===== src/verilog/init_irq_pkg.sv =====
// ==========================================================================
// shared constants for the register port and the mask / address bank
package init_irq_pkg;

  // ========================================================================
  // widths of the register port
  localparam int DATA_W = 16;
  localparam int IDX_W = 7;
  localparam int EV_N = 6;

  // ========================================================================
  // register indices loaded into the index port
  localparam logic [6:0] IDX_STATUS = 7'h00;       // read-only view of flags
  localparam logic [6:0] IDX_ADDR_LOW = 7'h01;     // init_block_address_low
  localparam logic [6:0] IDX_ADDR_HIGH = 7'h02;    // init_block_address_high
  localparam logic [6:0] IDX_MASKS = 7'h03;        // interrupt_masks_and_deferral
  localparam logic [6:0] IDX_SHADOW_LOW = 7'h10;   // init_addr_low_shadow
  localparam logic [6:0] IDX_SHADOW_HIGH = 7'h11;  // init_addr_high_shadow
  localparam logic [6:0] IDX_RESET_REG = 7'h14;    // reading it clears recovery

  // ========================================================================
  // field positions inside the 16-bit words
  localparam int POS_BABBLE = 14;
  localparam int POS_MISSED = 12;
  localparam int POS_MEMERR = 11;
  localparam int POS_RX_DONE = 10;
  localparam int POS_TX_DONE = 9;
  localparam int POS_INIT_DONE = 8;
  localparam int POS_TX_FIFO_UNDERFLOW_ERROR_RECOVER = 6;
  localparam int POS_SUMMARY = 7;
  localparam int POS_IRQ_EN = 6;
  localparam int POS_TX_ON = 4;
  localparam int POS_SUSPEND = 3;
  localparam int POS_STOP = 2;

  // ========================================================================
  // order of the six events inside an event vector
  localparam int EV_INIT_DONE = 0;
  localparam int EV_TX_DONE = 1;
  localparam int EV_RX_DONE = 2;
  localparam int EV_MEMERR = 3;
  localparam int EV_MISSED = 4;
  localparam int EV_BABBLE = 5;

  // ========================================================================
  // values after reset
  localparam logic [5:0] MASKS_RESET = 6'h00;
  localparam logic TX_FIFO_UNDERFLOW_ERROR_RECOVER_RESET = 1'b0;
  localparam logic [6:0] INDEX_RESET = 7'h00;
  localparam logic [15:0] DATA_ZERO = 16'h0000;

  typedef logic [5:0] event_vec_t;

  // host sequencer states, one-hot
  typedef enum logic [3:0] {
    H_IDLE = 4'h1,
    H_INDEX = 4'h2,
    H_ACCESS = 4'h4,
    H_WAIT = 4'h8
  } host_state_t;

  // spreads an event vector onto its bit positions of a 16-bit word
  function automatic logic [15:0] place_events(input event_vec_t v);
    logic [15:0] w;
    w = 16'h0000;
    w[POS_INIT_DONE] = v[EV_INIT_DONE];
    w[POS_TX_DONE] = v[EV_TX_DONE];
    w[POS_RX_DONE] = v[EV_RX_DONE];
    w[POS_MEMERR] = v[EV_MEMERR];
    w[POS_MISSED] = v[EV_MISSED];
    w[POS_BABBLE] = v[EV_BABBLE];
    return w;
  endfunction : place_events

  // gathers an event vector back from its bit positions
  function automatic event_vec_t pick_events(input logic [15:0] w);
    event_vec_t v;
    v = 6'h00;
    v[EV_INIT_DONE] = w[POS_INIT_DONE];
    v[EV_TX_DONE] = w[POS_TX_DONE];
    v[EV_RX_DONE] = w[POS_RX_DONE];
    v[EV_MEMERR] = w[POS_MEMERR];
    v[EV_MISSED] = w[POS_MISSED];
    v[EV_BABBLE] = w[POS_BABBLE];
    return v;
  endfunction : pick_events

endpackage : init_irq_pkg


===== src/verilog/reg_port_if.sv =====
`timescale 1ns/1ps
// ==========================================================================
// register port between host software engine and the register bank
interface reg_port_if;
  logic index_wr;                 // one-cycle pulse: wdata low bits -> index
  logic data_wr;                  // one-cycle pulse: write selected register
  logic data_rd;                  // one-cycle pulse: read selected register
  logic [15:0] wdata;             // write data / index value
  logic [15:0] rdata;             // read data
  logic rdata_valid;              // one-cycle pulse with rdata

  modport host (
    output index_wr,
    output data_wr,
    output data_rd,
    output wdata,
    input rdata,
    input rdata_valid
  );

  modport device (
    input index_wr,
    input data_wr,
    input data_rd,
    input wdata,
    output rdata,
    output rdata_valid
  );
endinterface : reg_port_if


===== src/verilog/init_irq_regs.sv =====
`timescale 1ns/1ps
// Behaviour
// RL1: low address holds bits 15-0, bit0 zero
// RL2: low write also copies into low shadow
// RL3: address registers accessible only when stopped/suspended
// RL4: high address bits 23-16; upper byte zero
// RL5: high write also copies into high shadow
// RL6: babble mask blocks summary, flag still kept
// RL7: missed mask blocks missed-frame summary contribution
// RL8: memory-error mask blocks memory-error summary contribution
// RL9: receive mask blocks receive-done summary contribution
// RL10: transmit mask at bit 9 blocks
// RL11: init-done mask at bit 8 blocks
// RL12: masks cleared by reset, kept by stop
// RL13: recovery off: underflow turns transmitter off
// RL14: recovery on: underflow rescans ring, restarts
// RL15: recovery bit always accessible, reset-register read clears
// RL16: reserved mask bits written zero, read zero
// RL17: masks at bits 14, 12, 11, 10
// RL18: irq when enable and summary both set
// RL19: host loads index before every access
// RL20: address writes ignored unless stopped/suspended
module init_irq_regs (
  // clock and reset
  input wire logic clk_i,
  input wire logic rst_i,
  // register port
  reg_port_if.device port,
  // controller state from the surrounding core
  input wire logic stop_i,
  input wire logic suspend_i,
  input wire logic irq_output_enable_i,
  input wire logic tx_start_i,
  // event sources and flag clears
  input wire init_irq_pkg::event_vec_t event_set_i,
  input wire init_irq_pkg::event_vec_t event_clear_i,
  input wire logic tx_fifo_underflow_error_i,
  // results towards the core and the bus
  output logic [23:0] init_block_addr_o,
  output logic [15:0] init_addr_low_shadow_o,
  output logic [15:0] init_addr_high_shadow_o,
  output init_irq_pkg::event_vec_t event_flags_o,
  output init_irq_pkg::event_vec_t irq_masks_o,
  output logic underflow_recover_enable_o,
  output logic irq_summary_flag_o,
  output logic irq_o,
  output logic transmitter_on_status_o,
  output logic ring_rescan_o
);
  import init_irq_pkg::*;

  // ========================================================================
  // storage
  logic [6:0] reg_index;          // selected register number
  logic [15:0] addr_low;          // address bits 15-0, bit 0 kept zero
  logic [7:0] addr_high;          // address bits 23-16
  logic [15:0] shadow_low;        // copy of last accepted low write
  logic [15:0] shadow_high;       // copy of last accepted high write
  event_vec_t flags;              // sticky event flags
  event_vec_t masks;              // one bit per event, 1 blocks the summary
  logic tx_fifo_underflow_error_recover;             // 1: ride through underflow
  logic summary;                  // registered summary flag
  logic irq;                      // registered request output
  logic tx_on;                    // transmitter running
  logic rescan;                   // one-cycle ring rescan request
  logic [15:0] rdata;             // registered read data
  logic rdata_valid;              // registered read strobe

  // ========================================================================
  // decoding
  wire addr_open = stop_i | suspend_i;                                      // [RL3]
  wire wr_low = port.data_wr & (reg_index == IDX_ADDR_LOW) & addr_open;    // [RL20]
  wire wr_high = port.data_wr & (reg_index == IDX_ADDR_HIGH) & addr_open;  // [RL20]
  wire wr_masks = port.data_wr & (reg_index == IDX_MASKS);
  wire rd_reset_reg = port.data_rd & (reg_index == IDX_RESET_REG);
  // software must keep bit 0 at zero; the hardware forces it anyway
  wire [15:0] low_value = {port.wdata[15:1], 1'b0};                         // [RL1]
  // the reserved upper byte is dropped, so it always reads back zero
  wire [15:0] high_value = {8'h00, port.wdata[7:0]};                        // [RL4]
  wire event_vec_t wr_mask_bits = pick_events(port.wdata);                  // [RL17]
  // a flag whose set and clear meet in one cycle stays set
  wire event_vec_t next_flags = stop_i ? 6'h00 : (flags & ~event_clear_i) | event_set_i;
  // masked events are still recorded in flags, they only miss the summary
  wire event_vec_t live_events = next_flags & ~masks;                      // [RL6] [RL7] [RL8]
  wire next_summary = |live_events;                                         // [RL9] [RL10] [RL11]
  wire tx_fifo_underflow_error_stop = tx_fifo_underflow_error_i & ~tx_fifo_underflow_error_recover;               // [RL13]
  wire tx_fifo_underflow_error_ride = tx_fifo_underflow_error_i & tx_fifo_underflow_error_recover;                // [RL14]
  wire next_tx_on = (stop_i | tx_fifo_underflow_error_stop) ? 1'b0 : (tx_on | tx_start_i);
  wire [15:0] status_word = place_events(flags)
                          | ({15'h0000, summary} << POS_SUMMARY)
                          | ({15'h0000, irq_output_enable_i} << POS_IRQ_EN)
                          | ({15'h0000, tx_on} << POS_TX_ON)
                          | ({15'h0000, suspend_i} << POS_SUSPEND)
                          | ({15'h0000, stop_i} << POS_STOP);
  // reserved mask bits answer zero, which is one of the allowed values
  wire [15:0] mask_word = place_events(masks)
                        | ({15'h0000, tx_fifo_underflow_error_recover} << POS_TX_FIFO_UNDERFLOW_ERROR_RECOVER); // [RL16]

  // read multiplexer; unknown indices answer zero
  logic [15:0] next_rdata;
  always_comb begin
    next_rdata = DATA_ZERO;
    unique case (reg_index)
      IDX_STATUS: next_rdata = status_word;
      IDX_ADDR_LOW: next_rdata = addr_open ? addr_low : DATA_ZERO;          // [RL3]
      IDX_ADDR_HIGH: next_rdata = addr_open ? {8'h00, addr_high} : DATA_ZERO; // [RL3]
      IDX_MASKS: next_rdata = mask_word;
      IDX_SHADOW_LOW: next_rdata = shadow_low;
      IDX_SHADOW_HIGH: next_rdata = shadow_high;
      default: next_rdata = DATA_ZERO;
    endcase
  end

  // ========================================================================
  // index port: every access goes to the register last selected
  always_ff @(posedge clk_i or posedge rst_i) begin
    if (rst_i) begin
      reg_index <= INDEX_RESET;
    end else if (port.index_wr) begin
      reg_index <= port.wdata[6:0];                                         // [RL19]
    end
  end

  // ========================================================================
  // address words and shadows keep their value through reset, so they
  // have no reset branch; they read unknown until software loads them
  always_ff @(posedge clk_i) begin
    if (wr_low) begin
      addr_low <= low_value;                                                // [RL1]
      shadow_low <= low_value;                                              // [RL2]
    end
    if (wr_high) begin
      addr_high <= high_value[7:0];                                         // [RL4]
      shadow_high <= high_value;                                            // [RL5]
    end
  end

  // ========================================================================
  // masks: only reset clears them, stop leaves them alone
  always_ff @(posedge clk_i or posedge rst_i) begin
    if (rst_i) begin
      masks <= MASKS_RESET;                                                 // [RL12]
    end else if (wr_masks) begin
      masks <= wr_mask_bits;                                                // [RL17]
    end
  end

  // ========================================================================
  // recovery control: writable at any time, cleared by the reset register
  always_ff @(posedge clk_i or posedge rst_i) begin
    if (rst_i) begin
      tx_fifo_underflow_error_recover <= TX_FIFO_UNDERFLOW_ERROR_RECOVER_RESET;
    end else if (rd_reset_reg) begin
      tx_fifo_underflow_error_recover <= TX_FIFO_UNDERFLOW_ERROR_RECOVER_RESET;                                   // [RL15]
    end else if (wr_masks) begin
      tx_fifo_underflow_error_recover <= port.wdata[POS_TX_FIFO_UNDERFLOW_ERROR_RECOVER];                         // [RL15]
    end
  end

  // ========================================================================
  // flags, summary and request; the request lags the summary by nothing
  // because both are computed from the same next values
  always_ff @(posedge clk_i or posedge rst_i) begin
    if (rst_i) begin
      flags <= 6'h00;
      summary <= 1'b0;
      irq <= 1'b0;
    end else begin
      flags <= next_flags;
      summary <= next_summary;
      irq <= next_summary & irq_output_enable_i;                            // [RL18]
    end
  end

  // ========================================================================
  // transmitter state and underflow handling
  always_ff @(posedge clk_i or posedge rst_i) begin
    if (rst_i) begin
      tx_on <= 1'b0;
      rescan <= 1'b0;
    end else begin
      tx_on <= next_tx_on;                                                  // [RL13]
      rescan <= tx_fifo_underflow_error_ride & ~stop_i;                                        // [RL14]
    end
  end

  // ========================================================================
  // read answer, one cycle after the read strobe
  always_ff @(posedge clk_i or posedge rst_i) begin
    if (rst_i) begin
      rdata <= DATA_ZERO;
      rdata_valid <= 1'b0;
    end else begin
      rdata_valid <= port.data_rd;
      if (port.data_rd) begin
        rdata <= next_rdata;
      end
    end
  end

  // ========================================================================
  // outputs
  assign port.rdata = rdata;
  assign port.rdata_valid = rdata_valid;
  assign init_block_addr_o = {addr_high, addr_low};
  assign init_addr_low_shadow_o = shadow_low;
  assign init_addr_high_shadow_o = shadow_high;
  assign event_flags_o = flags;
  assign irq_masks_o = masks;
  assign underflow_recover_enable_o = tx_fifo_underflow_error_recover;
  assign irq_summary_flag_o = summary;
  assign irq_o = irq;
  assign transmitter_on_status_o = tx_on;
  assign ring_rescan_o = rescan;

endmodule : init_irq_regs


===== src/flat_wrapper.sv =====
// flat-port wrapper written by rule: the top's interface ports become plain ports
module init_irq_regs_flat import init_irq_pkg::*;
  (clk_i, rst_i, stop_i, suspend_i, irq_output_enable_i, tx_start_i, event_set_i, event_clear_i, tx_fifo_underflow_error_i, init_block_addr_o, init_addr_low_shadow_o, init_addr_high_shadow_o, event_flags_o, irq_masks_o, underflow_recover_enable_o, irq_summary_flag_o, irq_o, transmitter_on_status_o, ring_rescan_o, port_index_wr, port_data_wr, port_data_rd, port_wdata, port_rdata, port_rdata_valid);
  reg_port_if port_i ();
  input wire logic clk_i;
  input wire logic rst_i;
  input wire logic stop_i;
  input wire logic suspend_i;
  input wire logic irq_output_enable_i;
  input wire logic tx_start_i;
  input wire init_irq_pkg::event_vec_t event_set_i;
  input wire init_irq_pkg::event_vec_t event_clear_i;
  input wire logic tx_fifo_underflow_error_i;
  output logic [23:0] init_block_addr_o;
  output logic [15:0] init_addr_low_shadow_o;
  output logic [15:0] init_addr_high_shadow_o;
  output init_irq_pkg::event_vec_t event_flags_o;
  output init_irq_pkg::event_vec_t irq_masks_o;
  output logic underflow_recover_enable_o;
  output logic irq_summary_flag_o;
  output logic irq_o;
  output logic transmitter_on_status_o;
  output logic ring_rescan_o;
  input wire logic [$bits(port_i.index_wr)-1:0] port_index_wr;
  input wire logic [$bits(port_i.data_wr)-1:0] port_data_wr;
  input wire logic [$bits(port_i.data_rd)-1:0] port_data_rd;
  input wire logic [$bits(port_i.wdata)-1:0] port_wdata;
  output wire logic [$bits(port_i.rdata)-1:0] port_rdata;
  output wire logic [$bits(port_i.rdata_valid)-1:0] port_rdata_valid;
  assign port_i.index_wr = port_index_wr;
  assign port_i.data_wr = port_data_wr;
  assign port_i.data_rd = port_data_rd;
  assign port_i.wdata = port_wdata;
  assign port_rdata = port_i.rdata;
  assign port_rdata_valid = port_i.rdata_valid;
  init_irq_regs u_core (.clk_i(clk_i), .rst_i(rst_i), .port(port_i), .stop_i(stop_i), .suspend_i(suspend_i), .irq_output_enable_i(irq_output_enable_i), .tx_start_i(tx_start_i), .event_set_i(event_set_i), .event_clear_i(event_clear_i), .tx_fifo_underflow_error_i(tx_fifo_underflow_error_i), .init_block_addr_o(init_block_addr_o), .init_addr_low_shadow_o(init_addr_low_shadow_o), .init_addr_high_shadow_o(init_addr_high_shadow_o), .event_flags_o(event_flags_o), .irq_masks_o(irq_masks_o), .underflow_recover_enable_o(underflow_recover_enable_o), .irq_summary_flag_o(irq_summary_flag_o), .irq_o(irq_o), .transmitter_on_status_o(transmitter_on_status_o), .ring_rescan_o(ring_rescan_o));
endmodule

===== config.mk =====
export PLATFORM = sky130hd
export DESIGN_NAME = init_irq_regs_flat
export DESIGN_NICKNAME = d
export VERILOG_FILES = /design/src/verilog/init_irq_pkg.sv /design/src/verilog/reg_port_if.sv /design/src/verilog/init_irq_regs.sv /design/src/flat_wrapper.sv
export SDC_FILE = /design/constraint.sdc
export NUM_CORES = 1
export LEC_CHECK = 0
export BUFFER_PORTS_ARGS = -buffer_cell sky130_fd_sc_hd__buf_2
export CAP_MARGIN = 20
export CORE_MARGIN = 8
export CORE_UTILIZATION = 48
export CTS_CLUSTER_DIAMETER = 100
export CTS_CLUSTER_SIZE = 10
export DETAILED_ROUTE_END_ITERATION = 6
export PLACE_DENSITY = 0.78
export REMOVE_ABC_BUFFERS = 1
export SLEW_MARGIN = 25
export SYNTH_ARGS = -nofsm -noshare
export SYNTH_HDL_FRONTEND = slang
export SYNTH_SLANG_ARGS = --single-unit

===== constraint.sdc =====
create_clock -name clk_i -period 2.97 [get_ports clk_i]
set_input_delay 0.594 -clock clk_i [delete_from_list [all_inputs] [get_ports clk_i]]
set_output_delay 0.594 -clock clk_i [all_outputs]
set_load 0.01 [all_outputs]

======== After elaboration in Yosys (flattened, before gate mapping) ========
Cells that the tools add are included.
storage, ports and cells
  bits in registers ....................... 64
  input bits .............................. 38
  output and inout bits ................... 90
  word-level logic and storage cells ...... 54
operators by class
  equal/unequal tests ..................... 6
  muxes and demuxes ....................... 7
  bitwise logic cells ..................... 26
  reductions and logical operators ........ 3
operator list
  kind                count
  $pmux 16 s6         1
  $eq 7x5->1 const B  3
  $mux 16             1
  $or 16x3->16        1
  $or 16x4->16        1
  $or 16x5->16        1
  $or 16x7->16        1
  $or 15x7->15        1
  $or 15x8->15        1
  $eq 7x2->1 const B  2
  $and 6x6->6         2
  $not 6->6           2
  $and 1x1->1         10
  $mux 8              1
  $eq 7x1->1 const B  1
  $logic_not 7->1     1
  $mux 6              1
  $or 6x6->6          1
  $reduce_or 6->1     1
  $mux 1              3
  $or 1x1->1          3
  $not 1->1           2
  $reduce_bool 2->1   1

======== Depth between registers and ports, before layout ========
  word-level depth ........................ 7
  depth in mapped cells ................... 5
  gate-level depth less buffers ........... 4

======== Worst setup path before layout ========
No wires, ideal clock.
  kind .................................... register -> register
  start point ............................. register u_core.reg_index[4]
  end point ............................... register u_core.addr_high[0], enable pin
  setup time .............................. 0.383 ns
  data arrival time ....................... 1.761 ns
  data required time ...................... 2.587 ns
  setup slack ............................. 0.825 ns
  stages on the path, launching flop included .. 5
  buffers on the path ..................... 0
  clock period less this slack ............ 2.145 ns
  cells stage by stage .................... dfrtp_1 > or3_4 > nor3_2 > nand2_1 > nor3_1
between the ends
  cells in the longest elaborated chain, start to end .. 3
ends and longest elaborated chain
  what                       RTL line              RTL
  from (decl)                init_irq_regs.sv:54   logic [6:0] reg_index;
  from (signal assigned)     init_irq_regs.sv:120  reg_index <= port.wdata[6:0];
  $eq 7x2->1                 init_irq_regs.sv:73   wire wr_high = port.data_wr & (reg_index == IDX_ADDR_HIGH) & addr_open;
  $and 1x1->1 (2 in series)  init_irq_regs.sv:73
  named net u_core.wr_high   init_irq_regs.sv:73
  to (signal assigned)       init_irq_regs.sv:133  addr_high <= high_value[7:0];
  to (decl)                  init_irq_regs.sv:56   logic [7:0] addr_high;
The timed path passes the listed nets, and every way through them passes these cells.
A chain may end at the register's enable or synchronous reset.

======== Worst setup path in the final report ========
  start point ............................. register u_core.reg_index[1]
  end point ............................... register u_core.addr_low[6], enable pin
between the ends
  cells in the longest elaborated chain, start to end .. 3
ends and longest elaborated chain
  what                       RTL line              RTL
  $eq 7x1->1                 init_irq_regs.sv:72   wire wr_low = port.data_wr & (reg_index == IDX_ADDR_LOW) & addr_open;
  $and 1x1->1 (2 in series)  init_irq_regs.sv:72
  named net u_core.wr_low    init_irq_regs.sv:72
  to (signal assigned)       init_irq_regs.sv:129  addr_low <= low_value;
  to (decl)                  init_irq_regs.sv:55   logic [15:0] addr_low;
The timed path passes the listed nets, and every way through them passes these cells.

==> metrics.md <==
| Metric | Value |
|---|---|
| Final-layout setup total negative slack | `0 ns` |
| Top fanout value on the critical path | `15` |
| Top_reg_cell synth | `sky130_fd_sc_hd__dfrtp_1` |
| Maximum number of pins on one net before global-route repair | `32` |
| Leakage dissipation | `1.70 nW` |
| Number of I/O port buffers | `about 120` |
| Pwr/cell area | `514 nW/µm²` |
| Transition time of the tightest slew-check pin | `approximately 0.97 ns` |
| Crit. End Element | `flop` |
| Post-synthesis instance total | `around 250` |
| First-pass GRT wire length | `12.4 mm` |
| Kind of critical path | `reg2reg` |
| Number of maximum-capacitance violations | `0` |
| Number of antenna violations at the first check in global routing | `0` |
| Placed cell areas | `3440 µm²` |
| Cell Area, Synth | `2990 µm²` |
| Wire length per cell after detailed routing | `18.6 µm` |
| Global-route track usage on met3 | `0.0302` |
| Total of flip-flops plus latches after synthesis | `between 60 and 70` |
| Starting Density | `0.500` |
| Number of endpoints with negative hold slack in the final report | `0` |
| Area fraction in and, or, nand and nor cells after synthesis | `0.122` |
| Post-Synth Adder-Cell Area | `0` |
| CTS tree | `done` |
| H-tree lvl count | `3` |
| Kind of start point of the critical path | `flop` |
| Net count of the finished layout | `386` |
| Post-route ant nets | `0` |
| Count of buffers added by post-CTS timing repair for setup | `0` |
| XOR/XNOR share of the synthesized area | `0` |
| Clock net sink count | `64` |
| Post-cts sizing count | `0` |
| Peak supply drop | `0.286 mV` |
| Layout Area Growth over Synthesis | `20.2%` |
| Area of the core | `5990 µm²` |
| Routed Wire Length | `7.96 mm` |
| Die height | `around 95 µm` |
| Synth warn | `0` |
| Cell variety after synth | `47` |
| Antenna diodes | `0` |
| Number of buffers inserted during clock tree synthesis | `9` |
| Mean post-synth cell area | `12.0 µm²` |
| Share of synthesized area occupied by flip-flops and latches | `0.574` |
| Number of failing setup endpoints in the final timing report | `0` |
| Length of the first detailed-routing pass in iterations | `4` |
| Final clock skew | `0.00982 ns` |
| Placer congestion estimate | `0.951` |
| Result of the run | `completed` |
| Vias after detailed routing | `2300` |
| Fraction of the cycle the final worst path needs | `0.747` |
| Share of post-route cells with drive strength above 1 | `0.439` |
| Clk Latency, worst-skew pair | `0.33 ns` |
| Reg area | `1720 µm²` |
| Row cnt | `28` |
| Synth Area in Compound Gates | `0.133` |
| Clock root buffer master | `sky130_fd_sc_hd__clkbuf_8` |
| Final Instance Area | `3600 µm²` |
| Combinational family with the most area after synthesis | `compound AO/OA/AOI/OAI gates` |
| DRC violations left | `0` |
| Count of flip-flops with a built-in enable after synthesis | `23` |
| Multiplexer area fraction after synthesis | `0.0556` |
| Class of the tightest hold or removal check | `in2async` |
| Met2 GRT Util | `0.293` |
| Minimum period implied by the final worst setup slack | `between 2 and 2.5 ns` |
| Fraction of registers with async set or reset after synthesis | `0.641` |
| Vias in the first global route | `2416` |
| Achievable Freq | `451 MHz` |
| Data arrival at the endpoint of the critical path | `2.17 ns` |
| Layer with the highest usage after global routing | `met2` |
| Final worst setup slack | `~0.75 ns` |
| CP Data Required Time | `2.92 ns` |
| Unrepaired setup endpoints after global routing | `false` |
| Die Outline Area | `9020 µm²` |
| Total Routing Usage GR | `0.178` |
| Multi-input gate area | `965 µm²` |
| IO Count | `128` |
| Global-route track usage on met1 | `0.222` |
| CTS hold repair buffers | `0` |
| Final max-slew violation count | `0` |
| Filler Cell Count | `around 520` |
| Sum of overflow across all layers after global routing | `0` |
| Number of buffers between clock root and the deepest sink | `2` |
| Ratio of routed vias to standard cells | `5.37` |
| Worst slew margin relative to its limit | `0.352` |
| Die W | `about 95 µm` |
| Post-CTS clock slew at the launch and capture registers of the worst setup and hold paths | `~0.060 ns` |
| Initial detailed-routing violation count | `151` |
| Setup slack at placement | `between 0.6 and 0.7 ns` |
| HPWL after detailed placement | `6.01 mm` |
cells in the final DEF, fill, tap and decap left out, types with 2 or more instances in the layout:
cell	Yosys	layout
sky130_fd_sc_hd__dfrtp_1	41	41
sky130_fd_sc_hd__nor3_2	2	2
sky130_fd_sc_hd__a31oi_1	8	8
sky130_fd_sc_hd__a22o_1	6	6
sky130_fd_sc_hd__a21oi_1	4	4
sky130_fd_sc_hd__nor2_1	11	11
sky130_fd_sc_hd__o21ai_0	7	7
sky130_fd_sc_hd__nand4_1	4	4
sky130_fd_sc_hd__clkbuf_8	0	10
sky130_fd_sc_hd__and2_1	2	2
sky130_fd_sc_hd__conb_1	1	10
sky130_fd_sc_hd__mux2i_1	2	2
sky130_fd_sc_hd__o21bai_1	3	3
sky130_fd_sc_hd__mux2_2	13	13
sky130_fd_sc_hd__buf_2	3	117
sky130_fd_sc_hd__nand2_1	7	7
sky130_fd_sc_hd__buf_4	34	3
sky130_fd_sc_hd__nor3_1	4	4
sky130_fd_sc_hd__inv_1	12	11
sky130_fd_sc_hd__a211oi_1	3	3
sky130_fd_sc_hd__a32oi_1	6	6
sky130_fd_sc_hd__nand2b_1	5	5
sky130_fd_sc_hd__edfxtp_1	23	23
sky130_fd_sc_hd__nand3_1	11	11
sky130_fd_sc_hd__clkbuf_1	3	5
sky130_fd_sc_hd__nor2b_1	7	7
sky130_fd_sc_hd__o2bb2ai_1	6	6
sky130_fd_sc_hd__clkinv_2	0	2
metrics by stage:
step           cells  power (W)  utilization  hold slack [ns]
4_1_cts          428    0.00186        0.601            0.301
6_report         428    0.00185        0.601            0.289
5_1_grt          428    0.00193        0.601            0.327
3_5_place_dp     412    0.00123        0.574            0.474
3_3_place_gp     412    0.00123        0.574            0.462
2_1_floorplan    217    0.00112            -            0.515
power by group:
part | total [W] | switching [W] | internal (W) | leakage [nW]
combinational | 0.000223 | 0.000130 | 0.0000923 | 0.871
sequential | 0.000995 | 0.0000426 | 0.000952 | 0.744
clock | 0.000633 | 0.000306 | 0.000327 | 0.0817
flip-flops by register name, summed over array words and instances (netlist names):
name,cells
u_core.ring_rescan_o,1
u_core.irq_summary_flag_o,1
u_core.reg_index,7
u_core.addr_low,15
u_core.irq_masks_o,6
u_core.event_flags_o,6
u_core.irq_o,1
u_core.addr_high,8
u_core.port.rdata_valid,1
u_core.underflow_recover_enable_o,1
u_core.port.rdata,16
u_core.transmitter_on_status_o,1
worst max-delay path, stage by stage, from the launching register on:
cell and delay [ns]:
sky130_fd_sc_hd__dfrtp_1 0.45, sky130_fd_sc_hd__or4b_4 0.59, sky130_fd_sc_hd__nor3_2 0.18, sky130_fd_sc_hd__and2_1 0.63
cells in the mapped netlist, types with 4 or more instances:
master | instances | area, µm²
sky130_fd_sc_hd__a31oi_1 | 8 | 50.1
sky130_fd_sc_hd__inv_1 | 12 | 45.0
sky130_fd_sc_hd__mux2_2 | 13 | 146
sky130_fd_sc_hd__nor2b_1 | 7 | 43.8
sky130_fd_sc_hd__a22o_1 | 6 | 52.6
sky130_fd_sc_hd__buf_4 | 34 | 255
sky130_fd_sc_hd__nor2_1 | 11 | 41.3
sky130_fd_sc_hd__nand4_1 | 4 | 25.0
sky130_fd_sc_hd__a32oi_1 | 6 | 52.6
sky130_fd_sc_hd__nand2b_1 | 5 | 31.3
sky130_fd_sc_hd__a21oi_1 | 4 | 20.0
sky130_fd_sc_hd__nor3_1 | 4 | 20.0
sky130_fd_sc_hd__nand3_1 | 11 | 55.1
sky130_fd_sc_hd__nand2_1 | 7 | 26.3
sky130_fd_sc_hd__dfrtp_1 | 41 | 1030
sky130_fd_sc_hd__edfxtp_1 | 23 | 691
sky130_fd_sc_hd__o2bb2ai_1 | 6 | 52.6
sky130_fd_sc_hd__o21ai_0 | 7 | 35.0
routing by layer:
layer,routed length [µm],vias up
met5,0,-
met4,106,0
met3,632,12
met2,4060,101
met1,3160,1113
li1,-,1074
cell type report:
class	instances	share of cell area
Inverter	14	0.0150
Clock inverter	1	0.00139
Sequential cell	64	0.477
Timing Repair Buffer	120	0.169
Tap cell	75	0.0261
Multi-Input combinational cell	139	0.268
Clock buffer	15	0.0435
worst paths after layout:
| check | end | startpoint | depth (start not counted) | slack, ns |
|---|---|---|---|---|
| max reg2reg | u_core.addr_low[6] | u_core.reg_index[1] | 3 | 0.75 |
| max | u_core.addr_low[6] | u_core.reg_index[1] | 3 | 0.75 |
| max in group asynchronous | u_core.transmitter_on_status_o | rst_i | 3 | 2.11 |
| min reg2reg | u_core.port.rdata[10] | u_core.port.rdata[10] | 1 | 0.49 |
| min in group clk_i | u_core.addr_low[13] | port_wdata[13] | 1 | 0.45 |
| min | u_core.port.rdata[10] | rst_i | 2 | 0.29 |
logic make-up after synthesis:
family	Yosys count
DFF	64
and+or+nand+nor	61
AOI/OAI and AO/OA	53
other	1
muxes	15
buffers and inverters	55
Power figures use the tool's default switching activity.
